===== config.mk =====
export PLATFORM = sky130hd
export DESIGN_NAME = ppc_top
export DESIGN_NICKNAME = d
export VERILOG_FILES = /design/src/hw/ppc_pkg.sv /design/src/hw/ppc_top.sv
export SDC_FILE = /design/constraint.sdc
export NUM_CORES = 1
export LEC_CHECK = 0
export ABC_CLOCK_PERIOD_IN_PS = 4200
export BUFFER_PORTS_ARGS = -buffer_cell sky130_fd_sc_hd__buf_2
export CORE_MARGIN = 3
export CORE_UTILIZATION = 55
export CTS_CLUSTER_SIZE = 16
export DETAILED_ROUTE_END_ITERATION = 7
export PLACE_DENSITY = 0.78
export SETUP_SLACK_MARGIN = 0.5
export SYNTH_ARGS = -nofsm -noshare
export SYNTH_HDL_FRONTEND = slang
export SYNTH_SLANG_ARGS = --single-unit

===== constraint.sdc =====
create_clock -name clk -period 4.2 [get_ports clk]
set_input_delay 0.84 -clock clk [delete_from_list [all_inputs] [get_ports clk]]
set_output_delay 0.84 -clock clk [all_outputs]
set_load 0.01 [all_outputs]

===== src/hw/ppc_pkg.sv =====
// package: register map, field positions, resets and timing for pin/power control
package ppc_pkg;
	// register indices
	localparam logic [2:0] IDX_FEATURE = 3'h0;
	localparam logic [2:0] IDX_POWER   = 3'h2;
	localparam logic [2:0] IDX_PINFUNC = 3'h3;
	localparam logic [2:0] IDX_PRINTER = 3'h4;
	localparam logic [2:0] IDX_STATUS  = 3'h5;
	// pin function fields
	localparam int PF_RATE   = 0;
	localparam int PF_DMA    = 1;
	localparam int PF_MUX    = 2;
	localparam int PF_FLOAT  = 3;
	localparam int PF_SWAP   = 4;
	localparam int PF_ZWS    = 5;
	localparam int PF_PDSEL  = 6;
	localparam int PF_RECSEL = 7;
	// printer control fields
	localparam int PR_EN    = 0;
	localparam int PR_VER   = 1;
	localparam int PR_LEVEL = 4;
	localparam logic [7:0] PR_WMASK = 8'h13;
	// power/test fields
	localparam int PT_PD    = 0;
	localparam int PT_XTAL  = 1;
	localparam int PT_CSSEL = 2;
	// feature enable fields
	localparam int FE_UART1 = 1;
	localparam int FE_UART2 = 2;
	localparam int FE_FLOP  = 3;
	localparam int FE_ENC   = 4;
	// reset values
	localparam logic [7:0] PINFUNC_RST = 8'h00;
	localparam logic [7:0] PRINTER_RST = 8'h00;
	localparam logic [7:0] POWER_RST   = 8'h00;
	localparam logic [7:0] FEATURE_RST = 8'h0E;
	localparam logic [4:0] STRAP_ALL   = 5'h1F;
	// crystal stabilisation
	localparam int CLK_HZ      = 10000000;
	localparam int XTAL_MS     = 8;
	localparam int XTAL_CYCLES = CLK_HZ / 1000 * XTAL_MS;

	// register bus request
	typedef struct packed {
		logic [2:0] addr;
		logic [7:0] wdata;
		logic       wr;
		logic       rd;
	} ppc_bus_t;

	// floppy drive controls from the disk controller
	typedef struct packed {
		logic sel0;
		logic sel1;
		logic mot0;
		logic mot1;
	} ppc_drive_t;

	// function clock enables
	typedef struct packed {
		logic uart1;
		logic uart2;
		logic flop;
	} ppc_clken_t;
endpackage


===== src/hw/ppc_top.sv =====
// pin option, printer option and power control block
//
// Local design decision: strobed register access.
module ppc_top #(
	parameter int XTAL_CYCLES = ppc_pkg::XTAL_CYCLES
) (
	// clock, reset, enable
	input  wire logic               clk,
	input  wire logic               resetn,
	input  wire logic               ce,
	// register port
	input  wire ppc_pkg::ppc_bus_t  bus,
	output logic [7:0]              rdata,
	// straps sampled on the first enabled edge after reset
	input  wire logic               valid_strap_input,
	input  wire logic [4:0]         configuration_straps,
	// media sense / rate pins
	input  wire logic [1:0]         media_sense_inputs,
	input  wire logic [1:0]         rate_in,
	output logic [1:0]              rate_select_outputs,
	output logic [1:0]              rate_select_oe,
	output logic [1:0]              media_sense_value,
	// disk dma
	input  wire logic               drive_mode_strap,
	output logic                    drive_mode_value,
	output logic                    disk_dma_enable,
	// printer/floppy mux
	output logic                    printer_floppy_mux,
	output logic                    mux_pins_oe,
	output logic                    mux_pullup_en,
	// drive controls
	input  wire ppc_pkg::ppc_drive_t drv_in,
	output ppc_pkg::ppc_drive_t      drv_pins,
	// shared zero-wait / power-down / chip-select pin
	input  wire logic               epp_short_ok,
	input  wire logic               chip_sel_in,
	input  wire logic               power_down_pin,
	output logic                    zero_wait_output,
	output logic                    zero_wait_oe,
	output logic                    chip_select_output,
	output logic                    chip_select_oe,
	// ready / recording strap pin
	input  wire logic               epp_wait,
	input  wire logic               recording_mode_strap,
	output logic                    chrdy_out,
	output logic                    chrdy_oe,
	output logic                    recording_mode_value,
	// enhanced printer port controls
	input  wire logic               epp_access,
	output logic                    epp_access_ok,
	output logic                    epp_version_19,
	output logic                    epp_level_irq,
	// floppy low-power requests
	input  wire logic               flop_lowpwr,
	input  wire logic               flop_recover,
	input  wire logic               rqm_core,
	output logic                    request_for_master,
	// clocks and crystal
	output ppc_pkg::ppc_clken_t     clk_en,
	output logic                    xtal_run
);
	// refuse a settle count below one cycle
	if (XTAL_CYCLES < 1) begin : g_bad_settle
		$error("XTAL_CYCLES must be at least one");
	end

	// configuration registers
	logic [7:0]  pinfunc_q;
	logic [7:0]  printer_q;
	logic [7:0]  power_q;
	logic [7:0]  feature_q;
	// strap capture on the first enabled edge
	logic        strap_done_q;
	logic        xtal_stop_strap_q;
	// crystal settle timer and floppy low-power latch
	logic [31:0] stab_q;
	logic        flop_low_q;
	logic        xtal_low_q;
	// read path
	logic [7:0]  rdata_d;
	logic [7:0]  rdata_q;

	// write strobe aimed at one register index
	function automatic logic reg_write(
		input ppc_pkg::ppc_bus_t b,
		input logic [2:0]        idx
	);
		return b.wr && (b.addr == idx);
	endfunction

	// register decode
	wire wr_pf  = reg_write(bus, ppc_pkg::IDX_PINFUNC);
	wire wr_pr  = reg_write(bus, ppc_pkg::IDX_PRINTER);
	wire wr_pt  = reg_write(bus, ppc_pkg::IDX_POWER);
	wire wr_fe  = reg_write(bus, ppc_pkg::IDX_FEATURE);

	// shared pin role decode
	wire pd_role  = pinfunc_q[ppc_pkg::PF_PDSEL]
		&& !power_q[ppc_pkg::PT_CSSEL];
	wire cs_role  = pinfunc_q[ppc_pkg::PF_PDSEL]
		&& power_q[ppc_pkg::PT_CSSEL];

	// power-down pin is active low, only in its role
	wire pd_pin   = pd_role && !power_down_pin;           // active low
	wire pd_all   = power_q[ppc_pkg::PT_PD] || pd_pin;

	// crystal stop sources and settle status
	wire xtal_sel = power_q[ppc_pkg::PT_XTAL];
	wire xtal_off = (pd_all && xtal_sel) || xtal_stop_strap_q
		|| xtal_low_q;
	wire stable   = stab_q == 32'h0;

	// uart clocks: enabled and not powered down
	wire u1_on = feature_q[ppc_pkg::FE_UART1] && !pd_all;
	wire u2_on = feature_q[ppc_pkg::FE_UART2] && !pd_all;

	// floppy clock: also off in its own low power
	wire fl_on = feature_q[ppc_pkg::FE_FLOP] && !pd_all
		&& !flop_low_q;

	// drive exchange
	wire swap = pinfunc_q[ppc_pkg::PF_SWAP];
	// swapped pins, encoded drive mode excluded by software
	ppc_pkg::ppc_drive_t drv_d;
	assign drv_d = swap ? {drv_in.sel1, drv_in.sel0, drv_in.mot1,
		drv_in.mot0} : drv_in;

	// read mux, unmapped reads as zero
	always_comb begin
		case (bus.addr)
			ppc_pkg::IDX_FEATURE: rdata_d = feature_q;
			ppc_pkg::IDX_POWER:   rdata_d = power_q;
			ppc_pkg::IDX_PINFUNC: rdata_d = pinfunc_q;
			ppc_pkg::IDX_PRINTER: rdata_d = printer_q;
			// status: settle flag and function clocks
			ppc_pkg::IDX_STATUS:  rdata_d = {4'h0, stable,
				clk_en.flop, clk_en.uart2, clk_en.uart1};
			default:              rdata_d = 8'h00;
		endcase
	end

	// configuration register processes
	// strap capture, once on the first enabled edge after reset
	always_ff @(posedge clk or negedge resetn) begin
		if (!resetn) begin
			strap_done_q <= 1'b0;
		end else if (ce) begin
			strap_done_q <= 1'b1;
		end
	end

	// pin function register, bit 0 loaded from its strap
	always_ff @(posedge clk or negedge resetn) begin
		if (!resetn) begin
			pinfunc_q <= ppc_pkg::PINFUNC_RST;
		end else if (ce) begin
			if (!strap_done_q)
				pinfunc_q[ppc_pkg::PF_RATE] <= valid_strap_input;
			else if (wr_pf)
				pinfunc_q <= bus.wdata;
		end
	end

	// printer control, reserved bits held at zero
	always_ff @(posedge clk or negedge resetn) begin
		if (!resetn) begin
			printer_q <= ppc_pkg::PRINTER_RST;
		end else if (ce && wr_pr) begin
			printer_q <= bus.wdata & ppc_pkg::PR_WMASK;
		end
	end

	// power/test and feature enable registers
	always_ff @(posedge clk or negedge resetn) begin
		if (!resetn) begin
			power_q   <= ppc_pkg::POWER_RST;
			feature_q <= ppc_pkg::FEATURE_RST;
		end else if (ce) begin
			if (wr_pt)
				power_q <= bus.wdata;
			if (wr_fe)
				feature_q <= bus.wdata;
		end
	end

	// all-straps-high crystal stop, cleared by a power-up write
	always_ff @(posedge clk or negedge resetn) begin
		if (!resetn) begin
			xtal_stop_strap_q <= 1'b0;
		end else if (ce) begin
			if (wr_pt && !bus.wdata[ppc_pkg::PT_PD])
				xtal_stop_strap_q <= 1'b0;
			else if (!strap_done_q)
				xtal_stop_strap_q <= configuration_straps
					== ppc_pkg::STRAP_ALL;
		end
	end

	// floppy low-power latch, set wins over recovery
	always_ff @(posedge clk or negedge resetn) begin
		if (!resetn) begin
			flop_low_q <= 1'b0;
			xtal_low_q <= 1'b0;
		end else if (ce) begin
			if (flop_lowpwr) begin
				flop_low_q <= 1'b1;
				xtal_low_q <= xtal_sel;
			end else if (flop_recover) begin
				flop_low_q <= 1'b0;
				xtal_low_q <= 1'b0;
			end
		end
	end

	// settle timer: reloads while the crystal is off
	always_ff @(posedge clk or negedge resetn) begin
		if (!resetn) begin
			stab_q <= 32'h0;
		end else if (ce) begin
			if (xtal_off)
				stab_q <= 32'(XTAL_CYCLES);
			else if (!stable)
				stab_q <= stab_q - 32'h1;
		end
	end

	// all pin outputs lag their cause by one enabled edge
	// read data stands only in the cycle after the strobe
	always_ff @(posedge clk or negedge resetn) begin
		if (!resetn) begin
			rdata_q <= 8'h00;
		end else if (ce) begin
			rdata_q <= bus.rd ? rdata_d : 8'h00;
		end
	end

	// media sense or rate output role
	always_ff @(posedge clk or negedge resetn) begin
		if (!resetn) begin
			rate_select_outputs <= 2'h0;
			rate_select_oe      <= 2'h0;
			media_sense_value   <= 2'h0;
		end else if (ce) begin
			rate_select_outputs <= rate_in;
			rate_select_oe <= {2{pinfunc_q[ppc_pkg::PF_RATE]}};
			media_sense_value <= pinfunc_q[ppc_pkg::PF_RATE]
				? 2'h0 : media_sense_inputs;
		end
	end

	// disk dma and drive-mode strap
	always_ff @(posedge clk or negedge resetn) begin
		if (!resetn) begin
			drive_mode_value <= 1'b0;
			disk_dma_enable  <= 1'b0;
		end else if (ce) begin
			disk_dma_enable <= pinfunc_q[ppc_pkg::PF_DMA];
			drive_mode_value <= pinfunc_q[ppc_pkg::PF_DMA]
				|| drive_mode_strap;
		end
	end

	// printer/floppy multiplexor pins
	always_ff @(posedge clk or negedge resetn) begin
		if (!resetn) begin
			printer_floppy_mux <= 1'b0;
			mux_pins_oe        <= 1'b0;
			mux_pullup_en      <= 1'b0;
		end else if (ce) begin
			printer_floppy_mux <= pinfunc_q[ppc_pkg::PF_MUX];
			mux_pins_oe <= pinfunc_q[ppc_pkg::PF_MUX]
				&& !pinfunc_q[ppc_pkg::PF_FLOAT];
			mux_pullup_en <= !pinfunc_q[ppc_pkg::PF_FLOAT];
		end
	end

	// drive and motor pins after the exchange
	always_ff @(posedge clk or negedge resetn) begin
		if (!resetn) begin
			drv_pins <= '0;
		end else if (ce) begin
			drv_pins <= drv_d;
		end
	end

	// shared zero-wait / chip-select pin
	always_ff @(posedge clk or negedge resetn) begin
		if (!resetn) begin
			zero_wait_output   <= 1'b0;
			zero_wait_oe       <= 1'b0;
			chip_select_output <= 1'b0;
			chip_select_oe     <= 1'b0;
		end else if (ce) begin
			zero_wait_output <= 1'b0;         // open drain, enable pulls low
			zero_wait_oe <= !pinfunc_q[ppc_pkg::PF_PDSEL]
				&& pinfunc_q[ppc_pkg::PF_ZWS]
				&& printer_q[ppc_pkg::PR_EN]
				&& epp_short_ok;
			chip_select_output <= chip_sel_in;
			chip_select_oe <= cs_role;
		end
	end

	// ready output or recording-mode strap
	always_ff @(posedge clk or negedge resetn) begin
		if (!resetn) begin
			chrdy_out            <= 1'b0;
			chrdy_oe             <= 1'b0;
			recording_mode_value <= 1'b0;
		end else if (ce) begin
			chrdy_out <= 1'b0;                // open drain, enable pulls low
			chrdy_oe <= !pinfunc_q[ppc_pkg::PF_RECSEL]
				&& epp_wait;
			recording_mode_value <= pinfunc_q[ppc_pkg::PF_RECSEL]
				&& recording_mode_strap;
		end
	end

	// enhanced printer port controls
	always_ff @(posedge clk or negedge resetn) begin
		if (!resetn) begin
			epp_access_ok  <= 1'b0;
			epp_version_19 <= 1'b0;
			epp_level_irq  <= 1'b0;
		end else if (ce) begin
			epp_access_ok <= printer_q[ppc_pkg::PR_EN]
				&& epp_access;
			epp_version_19 <= printer_q[ppc_pkg::PR_VER];
			epp_level_irq <= printer_q[ppc_pkg::PR_LEVEL];
		end
	end

	// function clocks, crystal and master request
	always_ff @(posedge clk or negedge resetn) begin
		if (!resetn) begin
			request_for_master <= 1'b0;
			clk_en             <= '0;
			xtal_run           <= 1'b1;
		end else if (ce) begin
			request_for_master <= rqm_core && stable
				&& !xtal_off && fl_on;
			clk_en.uart1 <= u1_on && !xtal_off;
			clk_en.uart2 <= u2_on && !xtal_off;
			clk_en.flop  <= fl_on && !xtal_off;
			xtal_run <= !xtal_off;
		end
	end

	// read data straight from its flop
	assign rdata = rdata_q;
endmodule


## Word-level counts from Yosys, hierarchy flattened

Index checks and enable logic that the tools add are counted.

| word-level totals | value |
|---|---|
| output and inout port bits | 38 |
| logic and storage cells | 108 |
| bits of input ports | 40 |
| bits in registers | 98 |

| cells by class | value |
|---|---|
| multiplexer cells | 13 |
| equality and inequality tests | 8 |
| reduce and logical (&&, ||, !) cells | 50 |
| add/sub/neg operators | 1 |

Operator list:

| kind | count |
|---|---|
| $mux W32 | 2 |
| $pmux W8 S5 | 1 |
| $logic_not A32 Y1 | 1 |
| $sub A32 B1 Y32 const B | 1 |
| $logic_and A1 B1 Y1 | 27 |
| $reduce_and A2 Y1 | 6 |
| $logic_not A1 Y1 | 9 |
| $mux W8 | 1 |
| $mux W1 | 7 |
| $eq A3 B2 Y1 const B | 2 |
| $eq A3 B3 Y1 const B | 2 |
| $eq A5 B5 Y1 const B | 1 |
| $logic_or A1 B1 Y1 | 4 |
| $mux W4 | 1 |
| $ne A2 B1 Y1 const B | 2 |
| $logic_not A3 Y1 | 1 |
| $reduce_and A3 Y1 | 1 |
| $mux W2 | 1 |
| $ne A2 B2 Y1 const B | 1 |
| $reduce_bool A2 Y1 | 1 |

## Logic depth before layout (Yosys ltp)

| logic depth | value |
|---|---|
| word-level depth | 10 |
| gate-level depth with buffers | 8 |
| depth with buffers taken out | 7 |

## Worst setup path after synthesis

Ideal clock, no wire load.

| timing path | value |
|---|---|
| kind | input port to flip-flop |
| start | input ce |
| end | register feature_q[0] |
| buffers on the path | 1 |
| path slack | 1.611 ns |
| data arrival time | 2.464 ns |
| cell stages on the path | 4 |
| data required time | 4.075 ns |
| setup time | 0.125 ns |
| cells stage by stage | clkbuf_1 nand2_1 nor4_1 mux2_2 |

| on the way | value |
|---|---|
| word-level cells in the longest chain between the ends | 1 |

Ends and longest elaborated chain:

| item | line | RTL |
|---|---|---|
| from (decl) | ppc_top.sv:10 | `input wire logic ce,` |
| $reduce_and A2 Y1 (no source line) | - |  |
| to (signal assigned) | ppc_top.sv:177 | `feature_q <= ppc_pkg::FEATURE_RST;` |
| to (signal assigned) | ppc_top.sv:182 | `feature_q <= bus.wdata;` |
| to (decl) | ppc_top.sv:71 | `logic [7:0] feature_q;` |

Every way passes these cells.
A chain may end at the register's enable or synchronous reset.

## Worst setup path in the final report

| timing path | value |
|---|---|
| start | register stab_q[27] |
| end | register stab_q[0] |

| on the way | value |
|---|---|
| word-level cells in the longest chain between the ends | 3 |

Ends and longest elaborated chain:

| item | line | RTL |
|---|---|---|
| from (decl) | ppc_top.sv:76 | `logic [31:0] stab_q;` |
| from (signal assigned) | ppc_top.sv:221 | `stab_q <= 32'(XTAL_CYCLES);` |
| from (signal assigned) | ppc_top.sv:223 | `stab_q <= stab_q - 32'h1;` |
| $logic_not A32 Y1 | ppc_top.sv:111 | `wire stable = stab_q == 32'h0;` |
| $ne A2 B2 Y1 (no source line) | - |  |
| $reduce_and A2 Y1 (no source line) | - |  |

Every way passes these cells.

==> metrics.yaml <==
setup_path:
  path_class: "register to register"
  worst_setup_path_start_kind: "register"
  cp-end-kind: "register"
  crit_fanout: 14
  crit_chain: "or4_1 -> or4_1 -> nor3_2 -> nor2_1 -> mux2_2"
  critPathArrivalTime_ps: 3250
  slowest_delay_ps: 740
  crit_path_top_delay_cell: "nor3_2"
  cpMostUsedCell: "or4_1"
  critPathRequiredTime_ps: 4450
placed_design:
  place_congestion: 0.863
  port-buffer-count: 75
  dp_slack_ps: 1290
  hpwl_microns: 8140
routing:
  viasPerCell: 6.16
  wl_per_cell_microns: 18.1
  drt-initial-drc-count: 296
  first_pass_iters: 5
  ant_nets: 0
  wl_microns: 11500
  drc: 0
  dr_total_vias: 3912
floorplan:
  die_h_microns: 99.3
  start_util: 0.574
  die-area_sq_um: 9860
  rows: 33
  ios: 78
  die_w_microns: 99.3
  core_sq_um: 8340
timing:
  fin_crit_sh: 0.714
  max_freq_mhz: 334
  worst_slew_pin_slew_ps: 849
  rsz0062_at_grt: "no"
  fin_ws_ps: 1200
  setup_violations: 0
  slew_headroom: 0.431
  min_period_ps: 3000
  slew_violations: 0
  hold_viol: 0
  fin_tns_setup_ps: 0
  clock_skew_ps: 11.2
clock_network:
  root_buffer: "clkbuf_8"
  cts_resized: 0
  cts-htree-levels: 3
  cts_tree: "yes"
  cts_hold_buf: 0
  cts_sinks: 98
  clockBufferDepth: 2
  post_cts_buffers: 0
  path_clk_slew_ps: 110
  numCtsBuffers: 9
  insertion_delay_ps: 370
logic_synthesis:
  synth_top_area_frac: 0.491
  netlist_area_sq_um: 4790
  synth_cells: 456
  syn_avg_cell_area_sq_um: 10.5
  synth.largest_area_cell: "dfrtp_1"
  synth_edf_count: 0
  yosysSeqAreaShare: 0.513
  synth-seq-cells: 98
  synth_cell_types: 57
  async_flop_share: 1.00
  synth_area_leaders: "dfrtp_1 49%, mux2_2 9.4%, nand2_1 2.9%"
  yosys_warnings: 0
  synth_flop_cell: "dfrtp_1"
power_and_ir_drop:
  pwr-share-seq: 0.514
  p_leak_nw: 2.42
  p_per_area_nw_per_um2: 474
  p_int_w: 0.00166
  pwr-share-clk: 0.226
  peakVddDrop_v: 0.000257
  comb_power_share: 0.261
  power_w: 0.00257
  p_sw_frac: 0.355
  p_switching_w: 0.000912
finish:
  num_antenna_cells: 0
  drive_above_1_share: 0.285
  area_growth_pct: 13.3
  finalNetCount: 566
  final_util: 0.651
global_route:
  antenna_found_initial: 0
  grt_busiest_layer: "met2"
  grt_pass1_wl_microns: 19100
  grt_util_met2: 0.401
  use_met1: 0.325
  first_global_vias: 3853
  grt_overflow_total: 0
  track_usage: 0.238
  grt_use_met3: 0.0456
  grt_max_degree: 54
hold_path:
  hp-class: "input port to asynchronous set/reset pin"
flow_run:
  drv_cap: 0
status:
  status: "complete, no violations"
cell usage after synthesis, types with 2 or more instances:
| library cell | number |
|---|---|
| nand3b_1 | 4 |
| a32o_1 | 3 |
| dfstp_2 | 4 |
| nand2_1 | 37 |
| inv_1 | 12 |
| or2_2 | 2 |
| nor3_1 | 14 |
| a221oi_1 | 2 |
| nor4_1 | 6 |
| nand4_1 | 8 |
| o2bb2ai_1 | 10 |
| or3_1 | 11 |
| buf_4 | 3 |
| o21ai_0 | 20 |
| a211o_1 | 3 |
| nor3b_1 | 4 |
| nor2_1 | 36 |
| nand3_1 | 13 |
| or4_1 | 12 |
| o311ai_0 | 5 |
| a22o_1 | 4 |
| dfrtp_1 | 94 |
| a21oi_1 | 22 |
| and2_1 | 2 |
| mux2_2 | 40 |
| nand4b_1 | 3 |
| mux2i_1 | 11 |
| buf_1 | 3 |
| buf_2 | 4 |
| o211ai_1 | 6 |
| o41ai_1 | 3 |
| o31ai_1 | 8 |
| or4_4 | 3 |
| nor4b_1 | 2 |
| clkbuf_1 | 16 |
| nand2b_1 | 5 |
state kept, by name, summed over array words and instances (netlist names), 3 cells and up:
register and cells:
stab_q 32, feature_q 8, pinfunc_q 8, power_q 8
rdata 8, drv_pins 4, clk_en 3, printer_q 3
cells by family after synthesis:
logic type | Yosys count | share of synthesized area
AOI/OAI and AO/OA | 98 | 0.142
other | 1 | 0.000783
DFF | 98 | 0.513
xor gates and xnor gates | 1 | 0.00183
adders and majority gates | 1 | 0.00261
buffers and inverters | 39 | 0.0355
muxes | 51 | 0.117
and+or+nand+nor | 167 | 0.187
per-layer routing:
metal,vias to the layer above,wire length (microns)
met5,-,0
met2,141,5780
met4,0,96
met3,15,628
met1,1920,5020
li1,1836,-
layout make-up:
class / instances / area [sq um]
fillers: 667 / 2910
inverters: 12 / 45.0
well taps: 105 / 131
clock buffers: 9 / 124
multi-input cells: 320 / 2160
clock inverters: 7 / 58.8
repair buffers: 84 / 445
flip-flops and latches: 98 / 2460
per-stage QoR:
step / cells / hold WS, ps / instance area (sq um)
floorplan: 457 / 451 / 4790
global placement: 619 / 471 / 5240
detailed placement: 619 / 473 / 5240
CTS: 635 / 407 / 5430
global route: 635 / 419 / 5430
finish: 635 / 406 / 5430
worst paths after layout:
path	slack (ps)	start	cells after the start	to
worst max-delay path	1200	stab_q[27]	5	stab_q[0]
worst min-delay path	410	resetn	1	recording_mode_value
worst max register to register	1200	stab_q[27]	5	stab_q[0]
worst min register to register	500	rdata[7]	1	rdata[7]
max in group asynchronous	2950	resetn	2	feature_q[1]
min in group clk	500	rdata[7]	1	rdata[7]
placed cells by master (no fill, tap or decap), types with 5 or more instances in the layout:
master     instances
a21oi_1           22
mux2i_1           11
o211ai_1           6
clkbuf_8           9
nand3_1           13
nor4_1             6
buf_4             10
nor3_1            14
buf_2             74
or4_1             12
dfrtp_1           94
nand4_1            8
nor2_1            36
nand2b_1           5
o31ai_1            8
inv_1             12
or3_1             11
mux2_2            40
o21ai_0           20
o311ai_0           5
nand2_1           37
o2bb2ai_1         10
worst max-delay path: cells and delay by family, from the launching register on:
family / cells / cell delay (ps)
DFF: 1 / 440
muxes: 1 / 310
and+or+nand+nor: 4 / 2140
power by group through the flow:
stage                     clock network, W  registers, W  logic, W
after global placement                   0       0.00132  0.000637
after CTS                         0.000591       0.00131  0.000668
after floorplan                          0       0.00130  0.000448
final                             0.000580       0.00132  0.000670
after global routing              0.000626       0.00135  0.000738
after detailed placement                 0       0.00133  0.000663
Note: power is estimated with default switching activity, not from simulation.
